File: src/core/sic_pkg.sv
// Shared constants and types for the sensor serial command slave.
package sic_pkg;
   // -----------------------------------------------------------------
   // Link addressing and command encodings
   // -----------------------------------------------------------------
   localparam logic [6:0] SIC_SLAVE_ADDR7 = 7'h76;
   localparam logic [1:0] SIC_CMD_REG_READ = 2'h2;
   localparam logic [1:0] SIC_CMD_REG_WRITE = 2'h3;
   localparam logic [7:0] SIC_CMD_RES_PT = 8'h10;
   localparam logic [7:0] SIC_CMD_RES_AT = 8'h11;
   localparam logic [7:0] SIC_CMD_RES_P = 8'h30;
   localparam logic [7:0] SIC_CMD_RES_A = 8'h31;
   localparam logic [7:0] SIC_CMD_RES_T = 8'h32;
   localparam logic [2:0] SIC_RES_SHORT_BYTES = 3'h3;
   localparam logic [2:0] SIC_RES_LONG_BYTES = 3'h6;
   localparam logic [7:0] SIC_FILL_BYTE = 8'hff;
   localparam logic [3:0] SIC_BITS_PER_BYTE = 4'h8;
   localparam int SIC_REG_AW = 6;
   localparam int SIC_DATA_W = 8;
   localparam int SIC_RES_W = 48;

   // -----------------------------------------------------------------
   // Enumerations
   // -----------------------------------------------------------------
   typedef enum logic [1:0] {
      SIC_MODE_NONE = 2'h0,
      SIC_MODE_REG = 2'h1,
      SIC_MODE_RES = 2'h2
   } sic_mode_e;

   typedef enum logic [6:0] {
      SIC_IDLE = 7'h01,
      SIC_ADDR = 7'h02,
      SIC_ACK_ADDR = 7'h04,
      SIC_WR_BYTE = 7'h08,
      SIC_ACK_WR = 7'h10,
      SIC_RD_BYTE = 7'h20,
      SIC_RD_ACK = 7'h40
   } sic_state_e;
endpackage

File: src/core/sic_i2c_slave.sv
// Serial slave transaction layer of the pressure sensor.
`timescale 1ns/10ps
module sic_i2c_slave (
   input wire logic clock,
   input wire logic resetn,
   input wire logic sclIn,
   input wire logic sdaIn,
   output logic sdaOut,
   output logic sdaOeN,
   input wire logic [sic_pkg::SIC_RES_W-1:0] resultData,
   output logic cmdStrobe,
   output logic [7:0] cmdCode,
   output logic regWrEn,
   output logic [sic_pkg::SIC_REG_AW-1:0] regWrAddr,
   output logic [sic_pkg::SIC_DATA_W-1:0] regWrData
);
   typedef struct packed {
      logic scl1, scl2, sclPrev, sda1, sda2, sdaPrev;
      sic_pkg::sic_state_e state;
      logic [3:0] bitCnt;
      logic [7:0] shift;
      logic [2:0] byteIdx;
      logic rw;
      logic hostAck;
      sic_pkg::sic_mode_e mode;
      logic [5:0] regSel;
      logic [2:0] resCount;
      logic pendWrite;
      logic [7:0] cmd;
      logic [7:0] txShift;
      logic [47:0] snap;
      logic sdaLevel;
      logic sdaOeN;
      logic cmdStrobe;
      logic [7:0] cmdCode;
      logic regWrEn;
      logic [5:0] regWrAddr;
      logic [7:0] regWrData;
   } sic_slave_s;

   sic_slave_s st_reg;
   sic_slave_s st_next;
   logic [7:0] memRd;
   logic sclRise, sclFall, startSeen, stopSeen;

   // ------------------------------------------------------------------
   // Register store
   // ------------------------------------------------------------------
   sic_reg_mem #(.AW(sic_pkg::SIC_REG_AW), .DW(sic_pkg::SIC_DATA_W)) u_mem (
      .clock(clock),
      .resetn(resetn),
      .wrEn(st_reg.regWrEn),
      .wrAddr(st_reg.regWrAddr),
      .wrData(st_reg.regWrData),
      .rdAddr(st_reg.regSel),
      .rdData(memRd)
   );

   // ------------------------------------------------------------------
   // Link events
   // ------------------------------------------------------------------
   // Edges and bus conditions seen on the synchronised pins.
   assign sclRise = st_reg.scl2 & ~st_reg.sclPrev;
   assign sclFall = ~st_reg.scl2 & st_reg.sclPrev;
   assign startSeen = st_reg.scl2 & st_reg.sclPrev & st_reg.sdaPrev & ~st_reg.sda2;
   assign stopSeen = st_reg.scl2 & st_reg.sclPrev & ~st_reg.sdaPrev & st_reg.sda2;

   // ------------------------------------------------------------------
   // Transaction engine
   // ------------------------------------------------------------------
   // Walks the frame bit by bit and decides ack, data and side effects.
   always_comb begin
      st_next = st_reg;
      st_next.scl1 = sclIn;
      st_next.scl2 = st_reg.scl1;
      st_next.sclPrev = st_reg.scl2;
      st_next.sda1 = sdaIn;
      st_next.sda2 = st_reg.sda1;
      st_next.sdaPrev = st_reg.sda2;
      st_next.cmdStrobe = 1'b0;
      st_next.regWrEn = 1'b0;
      if (sclRise && st_reg.state != sic_pkg::SIC_RD_ACK) begin
         st_next.shift = {st_reg.shift[6:0], st_reg.sda2};
         st_next.bitCnt = st_reg.bitCnt + 4'h1;
      end
      if (startSeen) begin
         st_next.state = sic_pkg::SIC_ADDR;
         st_next.bitCnt = 4'h0;
         st_next.sdaOeN = 1'b1;
      end else if (stopSeen) begin
         st_next.state = sic_pkg::SIC_IDLE;
         st_next.sdaOeN = 1'b1;
      end else begin
         case (st_reg.state)
            sic_pkg::SIC_ADDR: begin
               if (sclFall && st_reg.bitCnt == sic_pkg::SIC_BITS_PER_BYTE) begin
                  if (st_reg.shift[7:1] == sic_pkg::SIC_SLAVE_ADDR7) begin
                     st_next.state = sic_pkg::SIC_ACK_ADDR;
                     st_next.sdaOeN = 1'b0;
                     st_next.rw = st_reg.shift[0];
                     st_next.snap = resultData;
                  end else begin
                     st_next.state = sic_pkg::SIC_IDLE;
                  end
               end
            end
            sic_pkg::SIC_ACK_ADDR: begin
               if (sclFall) begin
                  st_next.bitCnt = 4'h0;
                  st_next.byteIdx = 3'h0;
                  st_next.sdaOeN = 1'b1;
                  st_next.state = sic_pkg::SIC_WR_BYTE;
                  if (st_reg.rw) begin
                     // First returned byte: register word, first result byte, or fill when neither is selected.
                     st_next.state = sic_pkg::SIC_RD_BYTE;
                     st_next.txShift = sic_pkg::SIC_FILL_BYTE;
                     if (st_reg.mode == sic_pkg::SIC_MODE_REG) begin
                        st_next.txShift = memRd;
                     end else if (st_reg.mode == sic_pkg::SIC_MODE_RES && st_reg.resCount != 3'h0) begin
                        st_next.txShift = st_reg.snap[47:40];
                        st_next.snap = {st_reg.snap[39:0], 8'h00};
                     end
                     st_next.sdaOeN = st_next.txShift[7];
                     st_next.txShift = {st_next.txShift[6:0], 1'b1};
                     st_next.byteIdx = 3'h1;
                  end
               end
            end
            sic_pkg::SIC_WR_BYTE: begin
               if (sclFall && st_reg.bitCnt == sic_pkg::SIC_BITS_PER_BYTE) begin
                  st_next.state = sic_pkg::SIC_ACK_WR;
                  st_next.sdaOeN = 1'b0;
                  if (st_reg.byteIdx == 3'h0) begin
                     st_next.cmd = st_reg.shift;
                     st_next.pendWrite = 1'b0;
                     if (st_reg.shift[7:6] == sic_pkg::SIC_CMD_REG_WRITE) begin
                        st_next.pendWrite = 1'b1;
                     end else if (st_reg.shift[7:6] == sic_pkg::SIC_CMD_REG_READ) begin
                        st_next.mode = sic_pkg::SIC_MODE_REG;
                        st_next.regSel = st_reg.shift[5:0];
                     end else if (st_reg.shift == sic_pkg::SIC_CMD_RES_PT || st_reg.shift == sic_pkg::SIC_CMD_RES_AT) begin
                        st_next.mode = sic_pkg::SIC_MODE_RES;
                        st_next.resCount = sic_pkg::SIC_RES_LONG_BYTES;
                     end else if (st_reg.shift == sic_pkg::SIC_CMD_RES_P || st_reg.shift == sic_pkg::SIC_CMD_RES_A ||
                                  st_reg.shift == sic_pkg::SIC_CMD_RES_T) begin
                        st_next.mode = sic_pkg::SIC_MODE_RES;
                        st_next.resCount = sic_pkg::SIC_RES_SHORT_BYTES;
                     end else begin
                        st_next.cmdStrobe = 1'b1;
                        st_next.cmdCode = st_reg.shift;
                     end
                  end else if (st_reg.byteIdx == 3'h1 && st_reg.pendWrite) begin
                     st_next.regWrEn = 1'b1;
                     st_next.regWrAddr = st_reg.cmd[5:0];
                     st_next.regWrData = st_reg.shift;
                     st_next.pendWrite = 1'b0;
                  end else begin
                     // A byte beyond the transaction's shape is not acknowledged.
                     st_next.state = sic_pkg::SIC_IDLE;
                     st_next.sdaOeN = 1'b1;
                  end
                  st_next.byteIdx = st_reg.byteIdx + 3'h1;
               end
            end
            sic_pkg::SIC_ACK_WR: begin
               if (sclFall) begin
                  st_next.state = sic_pkg::SIC_WR_BYTE;
                  st_next.sdaOeN = 1'b1;
                  st_next.bitCnt = 4'h0;
               end
            end
            sic_pkg::SIC_RD_BYTE: begin
               if (sclFall) begin
                  if (st_reg.bitCnt == sic_pkg::SIC_BITS_PER_BYTE) begin
                     st_next.state = sic_pkg::SIC_RD_ACK;
                     st_next.sdaOeN = 1'b1;
                  end else begin
                     st_next.sdaOeN = st_reg.txShift[7];
                     st_next.txShift = {st_reg.txShift[6:0], 1'b1};
                  end
               end
            end
            sic_pkg::SIC_RD_ACK: begin
               if (sclRise) begin
                  st_next.hostAck = ~st_reg.sda2;
               end
               if (sclFall) begin
                  st_next.bitCnt = 4'h0;
                  if (st_reg.hostAck) begin
                     // Next byte: results until the count is used up, then fill.
                     st_next.state = sic_pkg::SIC_RD_BYTE;
                     st_next.txShift = sic_pkg::SIC_FILL_BYTE;
                     if (st_reg.mode == sic_pkg::SIC_MODE_RES && st_reg.byteIdx < st_reg.resCount) begin
                        st_next.txShift = st_reg.snap[47:40];
                        st_next.snap = {st_reg.snap[39:0], 8'h00};
                     end
                     st_next.sdaOeN = st_next.txShift[7];
                     st_next.txShift = {st_next.txShift[6:0], 1'b1};
                     st_next.byteIdx = st_reg.byteIdx + 3'h1;
                  end else begin
                     st_next.state = sic_pkg::SIC_IDLE;
                  end
               end
            end
            default: begin
               st_next.sdaOeN = 1'b1;
            end
         endcase
      end
   end

   // Registers the whole engine; pins idle high after reset.
   always_ff @(posedge clock) begin
      if (!resetn) begin
         st_reg <= '0;
         st_reg.scl1 <= 1'b1;
         st_reg.scl2 <= 1'b1;
         st_reg.sclPrev <= 1'b1;
         st_reg.sda1 <= 1'b1;
         st_reg.sda2 <= 1'b1;
         st_reg.sdaPrev <= 1'b1;
         st_reg.state <= sic_pkg::SIC_IDLE;
         st_reg.mode <= sic_pkg::SIC_MODE_NONE;
         st_reg.sdaOeN <= 1'b1;
      end else begin
         st_reg <= st_next;
      end
   end

   assign sdaOut = st_reg.sdaLevel;
   assign sdaOeN = st_reg.sdaOeN;
   assign cmdStrobe = st_reg.cmdStrobe;
   assign cmdCode = st_reg.cmdCode;
   assign regWrEn = st_reg.regWrEn;
   assign regWrAddr = st_reg.regWrAddr;
   assign regWrData = st_reg.regWrData;

   // ------------------------------------------------------------------
   // Checks
   // ------------------------------------------------------------------
   a_addr_match: assert property (@(posedge clock) disable iff (!resetn)
      $rose(st_reg.state == sic_pkg::SIC_ACK_ADDR) |-> st_reg.shift[7:1] == sic_pkg::SIC_SLAVE_ADDR7 && !st_reg.sdaOeN)
      else $error("Address acknowledged for a foreign address.");
   a_write_cmd: assert property (@(posedge clock) disable iff (!resetn)
      st_reg.regWrEn |-> st_reg.cmd[7:6] == sic_pkg::SIC_CMD_REG_WRITE && st_reg.regWrAddr == st_reg.cmd[5:0])
      else $error("Register written without a register-write command.");
   a_read_select: assert property (@(posedge clock) disable iff (!resetn)
      (sclFall && st_reg.state == sic_pkg::SIC_WR_BYTE && st_reg.bitCnt == sic_pkg::SIC_BITS_PER_BYTE
       && st_reg.byteIdx == 3'h0 && st_reg.shift[7:6] == sic_pkg::SIC_CMD_REG_READ && !startSeen && !stopSeen)
      |=> st_reg.mode == sic_pkg::SIC_MODE_REG && st_reg.regSel == $past(st_reg.shift[5:0]))
      else $error("Register-read command did not select its register.");
   a_read_bit: assert property (@(posedge clock) disable iff (!resetn)
      $rose(st_reg.state == sic_pkg::SIC_RD_BYTE) |-> st_reg.rw)
      else $error("Sensor drove data in a write frame.");
   a_long_count: assert property (@(posedge clock) disable iff (!resetn)
      (sclFall && st_reg.state == sic_pkg::SIC_WR_BYTE && st_reg.bitCnt == sic_pkg::SIC_BITS_PER_BYTE
       && st_reg.byteIdx == 3'h0 && !startSeen && !stopSeen
       && (st_reg.shift == sic_pkg::SIC_CMD_RES_PT || st_reg.shift == sic_pkg::SIC_CMD_RES_AT))
      |=> st_reg.resCount == sic_pkg::SIC_RES_LONG_BYTES)
      else $error("Six-byte result command set the wrong count.");
   a_short_count: assert property (@(posedge clock) disable iff (!resetn)
      (sclFall && st_reg.state == sic_pkg::SIC_WR_BYTE && st_reg.bitCnt == sic_pkg::SIC_BITS_PER_BYTE
       && st_reg.byteIdx == 3'h0 && !startSeen && !stopSeen
       && (st_reg.shift == sic_pkg::SIC_CMD_RES_P || st_reg.shift == sic_pkg::SIC_CMD_RES_A
       || st_reg.shift == sic_pkg::SIC_CMD_RES_T))
      |=> st_reg.resCount == sic_pkg::SIC_RES_SHORT_BYTES)
      else $error("Three-byte result command set the wrong count.");
   a_write_decode: assert property (@(posedge clock) disable iff (!resetn)
      (sclFall && st_reg.state == sic_pkg::SIC_WR_BYTE && st_reg.bitCnt == sic_pkg::SIC_BITS_PER_BYTE
       && st_reg.byteIdx == 3'h0 && st_reg.shift[7:6] == sic_pkg::SIC_CMD_REG_WRITE && !startSeen && !stopSeen)
      |=> st_reg.pendWrite && !st_reg.cmdStrobe)
      else $error("Register-write command not recognised.");
   a_msb_first: assert property (@(posedge clock) disable iff (!resetn)
      (sclFall && st_reg.state == sic_pkg::SIC_RD_BYTE && st_reg.bitCnt < sic_pkg::SIC_BITS_PER_BYTE
       && !startSeen && !stopSeen)
      |=> st_reg.sdaOeN == $past(st_reg.txShift[7]))
      else $error("Returned bit not taken from the top of the byte.");
   a_idle_release: assert property (@(posedge clock) disable iff (!resetn)
      st_reg.state == sic_pkg::SIC_IDLE |-> ##1 st_reg.sdaOeN)
      else $error("Data line held while the slave is idle.");
endmodule

File: src/core/sic_reg_mem.sv
// Control register store with one write port and a registered read port.
`timescale 1ns/10ps
module sic_reg_mem #(
   parameter int AW = 6,
   parameter int DW = 8
) (
   input wire logic clock,
   input wire logic resetn,
   input wire logic wrEn,
   input wire logic [AW-1:0] wrAddr,
   input wire logic [DW-1:0] wrData,
   input wire logic [AW-1:0] rdAddr,
   output logic [DW-1:0] rdData
);
   typedef struct packed {
      logic [(1<<AW)-1:0][DW-1:0] mem;
      logic [DW-1:0] rd;
   } sic_mem_s;

   sic_mem_s st_reg;
   sic_mem_s st_next;

   // Refuses, while the design is built, widths that leave the store without words or bits.
   if (AW < 1 || DW < 1) begin : g_bad_width
      $error("Register store needs nonzero widths.");
   end

   // Stores a written word and registers the addressed word for reading.
   always_comb begin
      st_next = st_reg;
      if (wrEn) begin
         st_next.mem[wrAddr] = wrData;
      end
      st_next.rd = st_reg.mem[rdAddr];
   end

   // Clears the store at reset.
   always_ff @(posedge clock) begin
      if (!resetn) begin
         st_reg <= '0;
      end else begin
         st_reg <= st_next;
      end
   end

   assign rdData = st_reg.rd;
endmodule

File: config.mk
export PLATFORM = sky130hd
export DESIGN_NAME = sic_i2c_slave
export DESIGN_NICKNAME = d
export VERILOG_FILES = /design/src/core/sic_pkg.sv /design/src/core/sic_i2c_slave.sv /design/src/core/sic_reg_mem.sv
export SDC_FILE = /design/constraint.sdc
export NUM_CORES = 2
export LEC_CHECK = 0
export ABC_AREA = 0
export ABC_CLOCK_PERIOD_IN_PS = 2100
export BUFFER_PORTS_ARGS = -buffer_cell sky130_fd_sc_hd__buf_2
export CORE_ASPECT_RATIO = 1.75
export CORE_MARGIN = 5
export CORE_UTILIZATION = 30
export CTS_CLUSTER_DIAMETER = 50
export DETAILED_ROUTE_END_ITERATION = 6
export GPL_ROUTABILITY_DRIVEN = 0
export PLACE_DENSITY = 0.47
export SLEW_MARGIN = 10
export SYNTH_ARGS = -nofsm -noshare
export SYNTH_HDL_FRONTEND = slang
export SYNTH_HIERARCHICAL = 1
export SYNTH_SLANG_ARGS = --single-unit
File: constraint.sdc
create_clock -name clock -period 2.1 [get_ports clock]
set_input_delay 0.21 -clock clock [delete_from_list [all_inputs] [get_ports clock]]
set_output_delay 0.21 -clock clock [all_outputs]
set_load 0.1 [all_outputs]
## Word level (Yosys, flattened, before mapping)

Index checks and enable logic that the tools add are counted.

| storage, ports and cells | value |
|---|---|
| register bits | 649 |
| input bits | 52 |
| output and inout bits | 26 |
| word-level logic and storage cells | 267 |

| operators by class | value |
|---|---|
| add/sub/neg operators | 2 |
| magnitude comparators | 4 |
| equal/unequal tests | 40 |
| mux-type cells | 71 |
| bitwise operators | 21 |
| reductions and logical operators | 38 |

Operators with widths:

| kind | count |
|---|---|
| 512-bit bitwise mux | 1 |
| 56-bit two-way mux | 6 |
| 48-bit two-way mux | 3 |
| 48-bit case mux with 3 select lines | 1 |
| 8-bit binary-select mux with 6-bit select | 1 |
| 8-bit demux with 6-bit select | 1 |
| 9-bit two-way mux | 5 |
| 7-bit case mux with 6 select lines | 1 |
| 8-bit two-way mux | 5 |
| 7-bit two-way mux | 5 |
| 11-bit two-way mux | 3 |
| 8-bit AND reduction | 4 |
| 15-bit two-way mux | 2 |
| 2-bit != test, second input constant | 14 |
| 4-bit != test, second input constant | 7 |
| 25-bit two-way mux | 1 |
| 8-bit by 6-bit == test with 1-bit output, second input constant | 3 |
| 8-bit case mux with 3 select lines | 1 |
| 3-bit two-way mux | 7 |
| 7-bit AND reduction | 3 |
| 6-bit two-way mux | 3 |
| 9-bit AND reduction | 2 |
| 8-bit by 5-bit == test with 1-bit output, second input constant | 2 |
| 1-bit two-way mux | 15 |
| 40 further kinds | 80 |

## Longest topological paths before layout

| logic depth | value |
|---|---|
| depth after elaboration | 10 |
| depth in mapped cells | 9 |
| mapped depth without buffers | 7 |

## Hierarchy

The synthesis kept the hierarchy.

Modules (own cells, without submodules):

| module | times used | cells each | area an instance (µm²) | seq. area each (µm²) |
|---|---|---|---|---|
| sic_reg_mem | 1 | 2555 | 24488.5 | 10410.0 |
| sic_i2c_slave | 1 | 900 | 7329.5 | 2582.5 |

## Worst setup path before layout

OpenSTA, ideal clock, no wires.

| timing path | value |
|---|---|
| path kind | reg-to-reg |
| start point | register st_reg, in the netlist regWrEn |
| end point | register u_mem/st_reg[65] (netlist name) |
| setup time | 0.116 ns |
| data arrival time | 2.314 ns |
| setup slack | -0.330 ns |
| cell stages (with the launch flop) | 8 |
| path buffers | 2 |
| period minus slack after synthesis | 2.430 ns |
| path through | dfxtp_1 -> buf_4 -> nand2_2 -> nor4_4 -> and3_1 -> buf_4 -> mux2i_1 -> nor2b_1 |

RTL lines:

| what | line | text |
|---|---|---|
| from (decl) | sic_i2c_slave.sv:41 | `sic_slave_s st_reg;` |
| from (signal assigned) | sic_i2c_slave.sv:226 | `st_reg <= st_next;` |
| to (signal assigned) | sic_reg_mem.sv:42 | `st_reg <= st_next;` |
| to (decl) | sic_reg_mem.sv:20 | `sic_mem_s st_reg;` |

==> impl_results.md <==
- FF+latch count, synth: ~650
- Slew at the pin closest to its max-slew limit: roughly 1 ns
- Die Width: ~260 um
- Failing checks: negative setup slack
- WP buf/inv: 5
- Comb power frac: 0.028
- I/O Pins: between 70 and 80
- Nets: around 3,700
- Post-synth EDFFs: 0
- Clock Skew: 0.0236 ns
- Most used DFF post-synth: dfxtp_1
- Critical path type: flop to flop
- Synthesized area: 31,800 sq um
- Gr ovfl total: 0
- RR Endpoint: u_mem/rdData[0]
- Critical Path AT: ~2.8 ns
- Share of cells above drive strength 1: 0.227
- Sw Ratio: 0.222
- Worst Hold Depth: 5
- Synthesized net count: 3,514
- FF-to-FF Start: st_reg[94]
- Seq pwr share: 0.471
- Final min period: about 2.2 ns
- Slew headroom: 0.348
- Clk Tree Root Cell: clkbuf_16
- P_int: 20.3 mW
- Post-Route WL: between 100,000 and 150,000 um
- Number of flip-flops in the largest register: 512
- Most frequent CP cell: buf_12
- VDD IR-drop max: around 0.60 mV
- Pin count of the biggest net entering global routing: roughly 140
- Area Growth Syn to Fin: 24.3%
- Syn Area/Cell: 9.21 sq um
- DRT Pass-1 Iters: 6
- Fin Hold WS: between 0.05 and 0.06 ns
- R2r setup slk: -0.12 ns
- Placed cell area: about 35,000 sq um
- First-pass GRT wire length: about 170,000 um
- Post-Syn Instances: about 3,500
- FP Rows: approximately 160
- Setup-failing EPs final: between 40 and 50
- CP max stage delay: 0.50 ns
- Worst-path maximum fanout: 9
- Vias/cell: 5.23
- Finished Layout Cells: 5,053
- Pwr Density: around 660 nW/um^2
- Cell Chain, Critical Path: buf_12 > buf_12 > buf_16 > buf_12 > mux4_2 > mux2i_1 > buf_4 > nand2_2 > a32o_1
- Period utilization: 1.06
- CTS tree: built
- Die footprint: 113,000 sq um
- Tightest Hold Check Type: input pin to flop
- Initial core utilization: 0.301
- PortBufs: 76
- DP Wirelength: 75,500 um
- Worst setup margin: -0.123 ns
- Cells on worst reg2reg path: 9
- Hold endpoint: st_reg[67]
- Vias in the first global route: between 20,000 and 30,000
- DRC viols: 0
- CP delay by family, top: buffers and inverters
- Total Routing Usage GR: 0.194
- Lkg Pwr: roughly 13 nW
- Finished Cell Area: slightly below 40,000 sq um
- Outcome: finished with violations
- Critical Path Slowest Stage Cell: mux4_2
- Final hold violations: 0
- Longest Clk Path Bufs: 3
- WP data required: 2.63 ns
- Chip Height: approximately 440 um
- RSZ-0062 raised after global routing: true
- Switching pwr: around 5.8 mW
- Commonest cells after routing, fill and taps aside: 629 x dfxtp_1, 559 x nand2_1, 374 x a21boi_0
- Initial DRC Count: between 1,500 and 2,000
- Max Cap Violations: 0
- Count of pins over their slew limit: 0
- Hold wc startpoint: resultData[41]
- Initial antenna violation count: 0
- Asr flop ratio synth: 0
- Startpoint types: flop
- Inst Count DP: ~4,800
- Max Freq: between 400 and 500 MHz
- Antenna Cells: 0
- Place WS: -0.310 ns
- Commonest non-fill, non-tap cell in the layout: dfxtp_1
- Clock sink total: 649
- CP Capture Type: flop
- WL/cell: approximately 22 um
- Seq/Total Area, Yosys: 0.408
- Cell variety after synth: between 80 and 90
- Yosys warns: 6
- Clock share of power: 0.501
- Detail Route Antenna Nets: 0
- Clk Latency, worst-skew pair: 0.64 ns
- Via count: between 20,000 and 30,000
- CTS buffer count: 70
- # H-tree levels: 3
- Reg clk slew, reported paths: roughly 0.070 ns
- CORE AREA: about 110,000 sq um
-- stage by stage --
step	utilization	setup TNS [ns]	total power, mW
floorplan	-	0	13.0
global placement	0.335	-9.56	13.2
detailed placement	0.335	-9.93	13.2
CTS	0.367	-0.569	26.5
global route	0.374	-5.43	27.0
finish	0.374	-1.64	26.1
-- synthesized netlist by cell type (17+ instances only) --
| cell type | count | area (sq um) |
|---|---|---|
| a21boi_0 | 374 | 2810 |
| o221ai_1 | 25 | 219 |
| clkbuf_1 | 194 | 728 |
| dfxtp_1 | 649 | 13000 |
| buf_2 | 67 | 335 |
| nor2_1 | 84 | 315 |
| o21ai_0 | 138 | 691 |
| nand2b_1 | 17 | 106 |
| mux2i_1 | 228 | 2280 |
| nor2b_1 | 140 | 876 |
| mux4_2 | 128 | 2880 |
| buf_1 | 31 | 116 |
| o221ai_2 | 20 | 300 |
| inv_1 | 52 | 195 |
| buf_4 | 58 | 435 |
| nand3_1 | 351 | 1760 |
| nand2_1 | 566 | 2120 |
| o31ai_1 | 41 | 308 |
| a21oi_1 | 56 | 280 |
-- logic make-up after synthesis --
group / synth area share
AO/OA/AOI/OAI: 0.166
XOR/XNOR: 0.00193
adder cells (fa/ha/maj): 0.00275
buffers and inverters: 0.0595
flip-flops: 0.408
multiplexers: 0.163
other: 0.000118
AND/OR/NAND/NOR: 0.198
-- metal layers --
metal | global-route usage | share of wire | vias up
met5 | 0 | 0 | -
met4 | 0.0960 | 0.058 | 0
met3 | 0.0226 | 0.031 | 238
met2 | 0.376 | 0.54 | 593
met1 | 0.207 | 0.37 | 13100
li1 | - | - | 12600
-- worst max-delay path by stage --
stage,depth (start not counted),slack (ns),startpoint,to
2_1_floorplan,7,0.005,regWrEn,u_mem/st_reg[65]
3_3_place_gp,8,-0.32,st_reg[94],u_mem/rdData[4]
3_5_place_dp,8,-0.31,st_reg[94],u_mem/rdData[4]
4_1_cts,9,-0.10,st_reg[94],u_mem/rdData[1]
5_1_grt,9,-0.19,st_reg[94],u_mem/rdData[0]
6_report,9,-0.12,st_reg[94],u_mem/rdData[0]
-- what timing repair did --
item	in CTS	in global routing
pin swaps	9	29
gates cloned	6	10
hold buffers	49	0
buffers inserted	11	18
hold endpoints to repair	48	0
gates resized for setup	56	86
endpoints found under the setup margin	87	130
-- final cells by class --
| class | instances | area, sq um |
|---|---|---|
| inverter | 53 | 199 |
| tap | 1360 | 1700 |
| fill | 10500 | 66200 |
| sequential | 649 | 13000 |
| clock inverter | 25 | 323 |
| clock buffer | 100 | 2050 |
| multi-input combinational | 2396 | 17500 |
| timing repair buffer | 470 | 4740 |
-- worst register-to-register path: stages, from the launching register on --
cell and delay, ns:
dfxtp_4 0.41, buf_12 0.14, buf_12 0.15, buf_16 0.17, buf_12 0.12, mux4_2 0.51, mux2i_1 0.15, buf_4 0.17
nand2_2 0.06, a32o_1 0.25
-- power by group through the flow --
stage                     clock network, mW  logic (mW)  registers (mW)
final                                  13.1       0.728            12.3
after global routing                   13.9       0.782            12.3
after CTS                              13.5       0.706            12.3
after detailed placement                  0       0.626            12.6
after global placement                    0       0.631            12.6
after floorplan                           0       0.409            12.6
No activity file was read; power rests on OpenSTA's default activity.
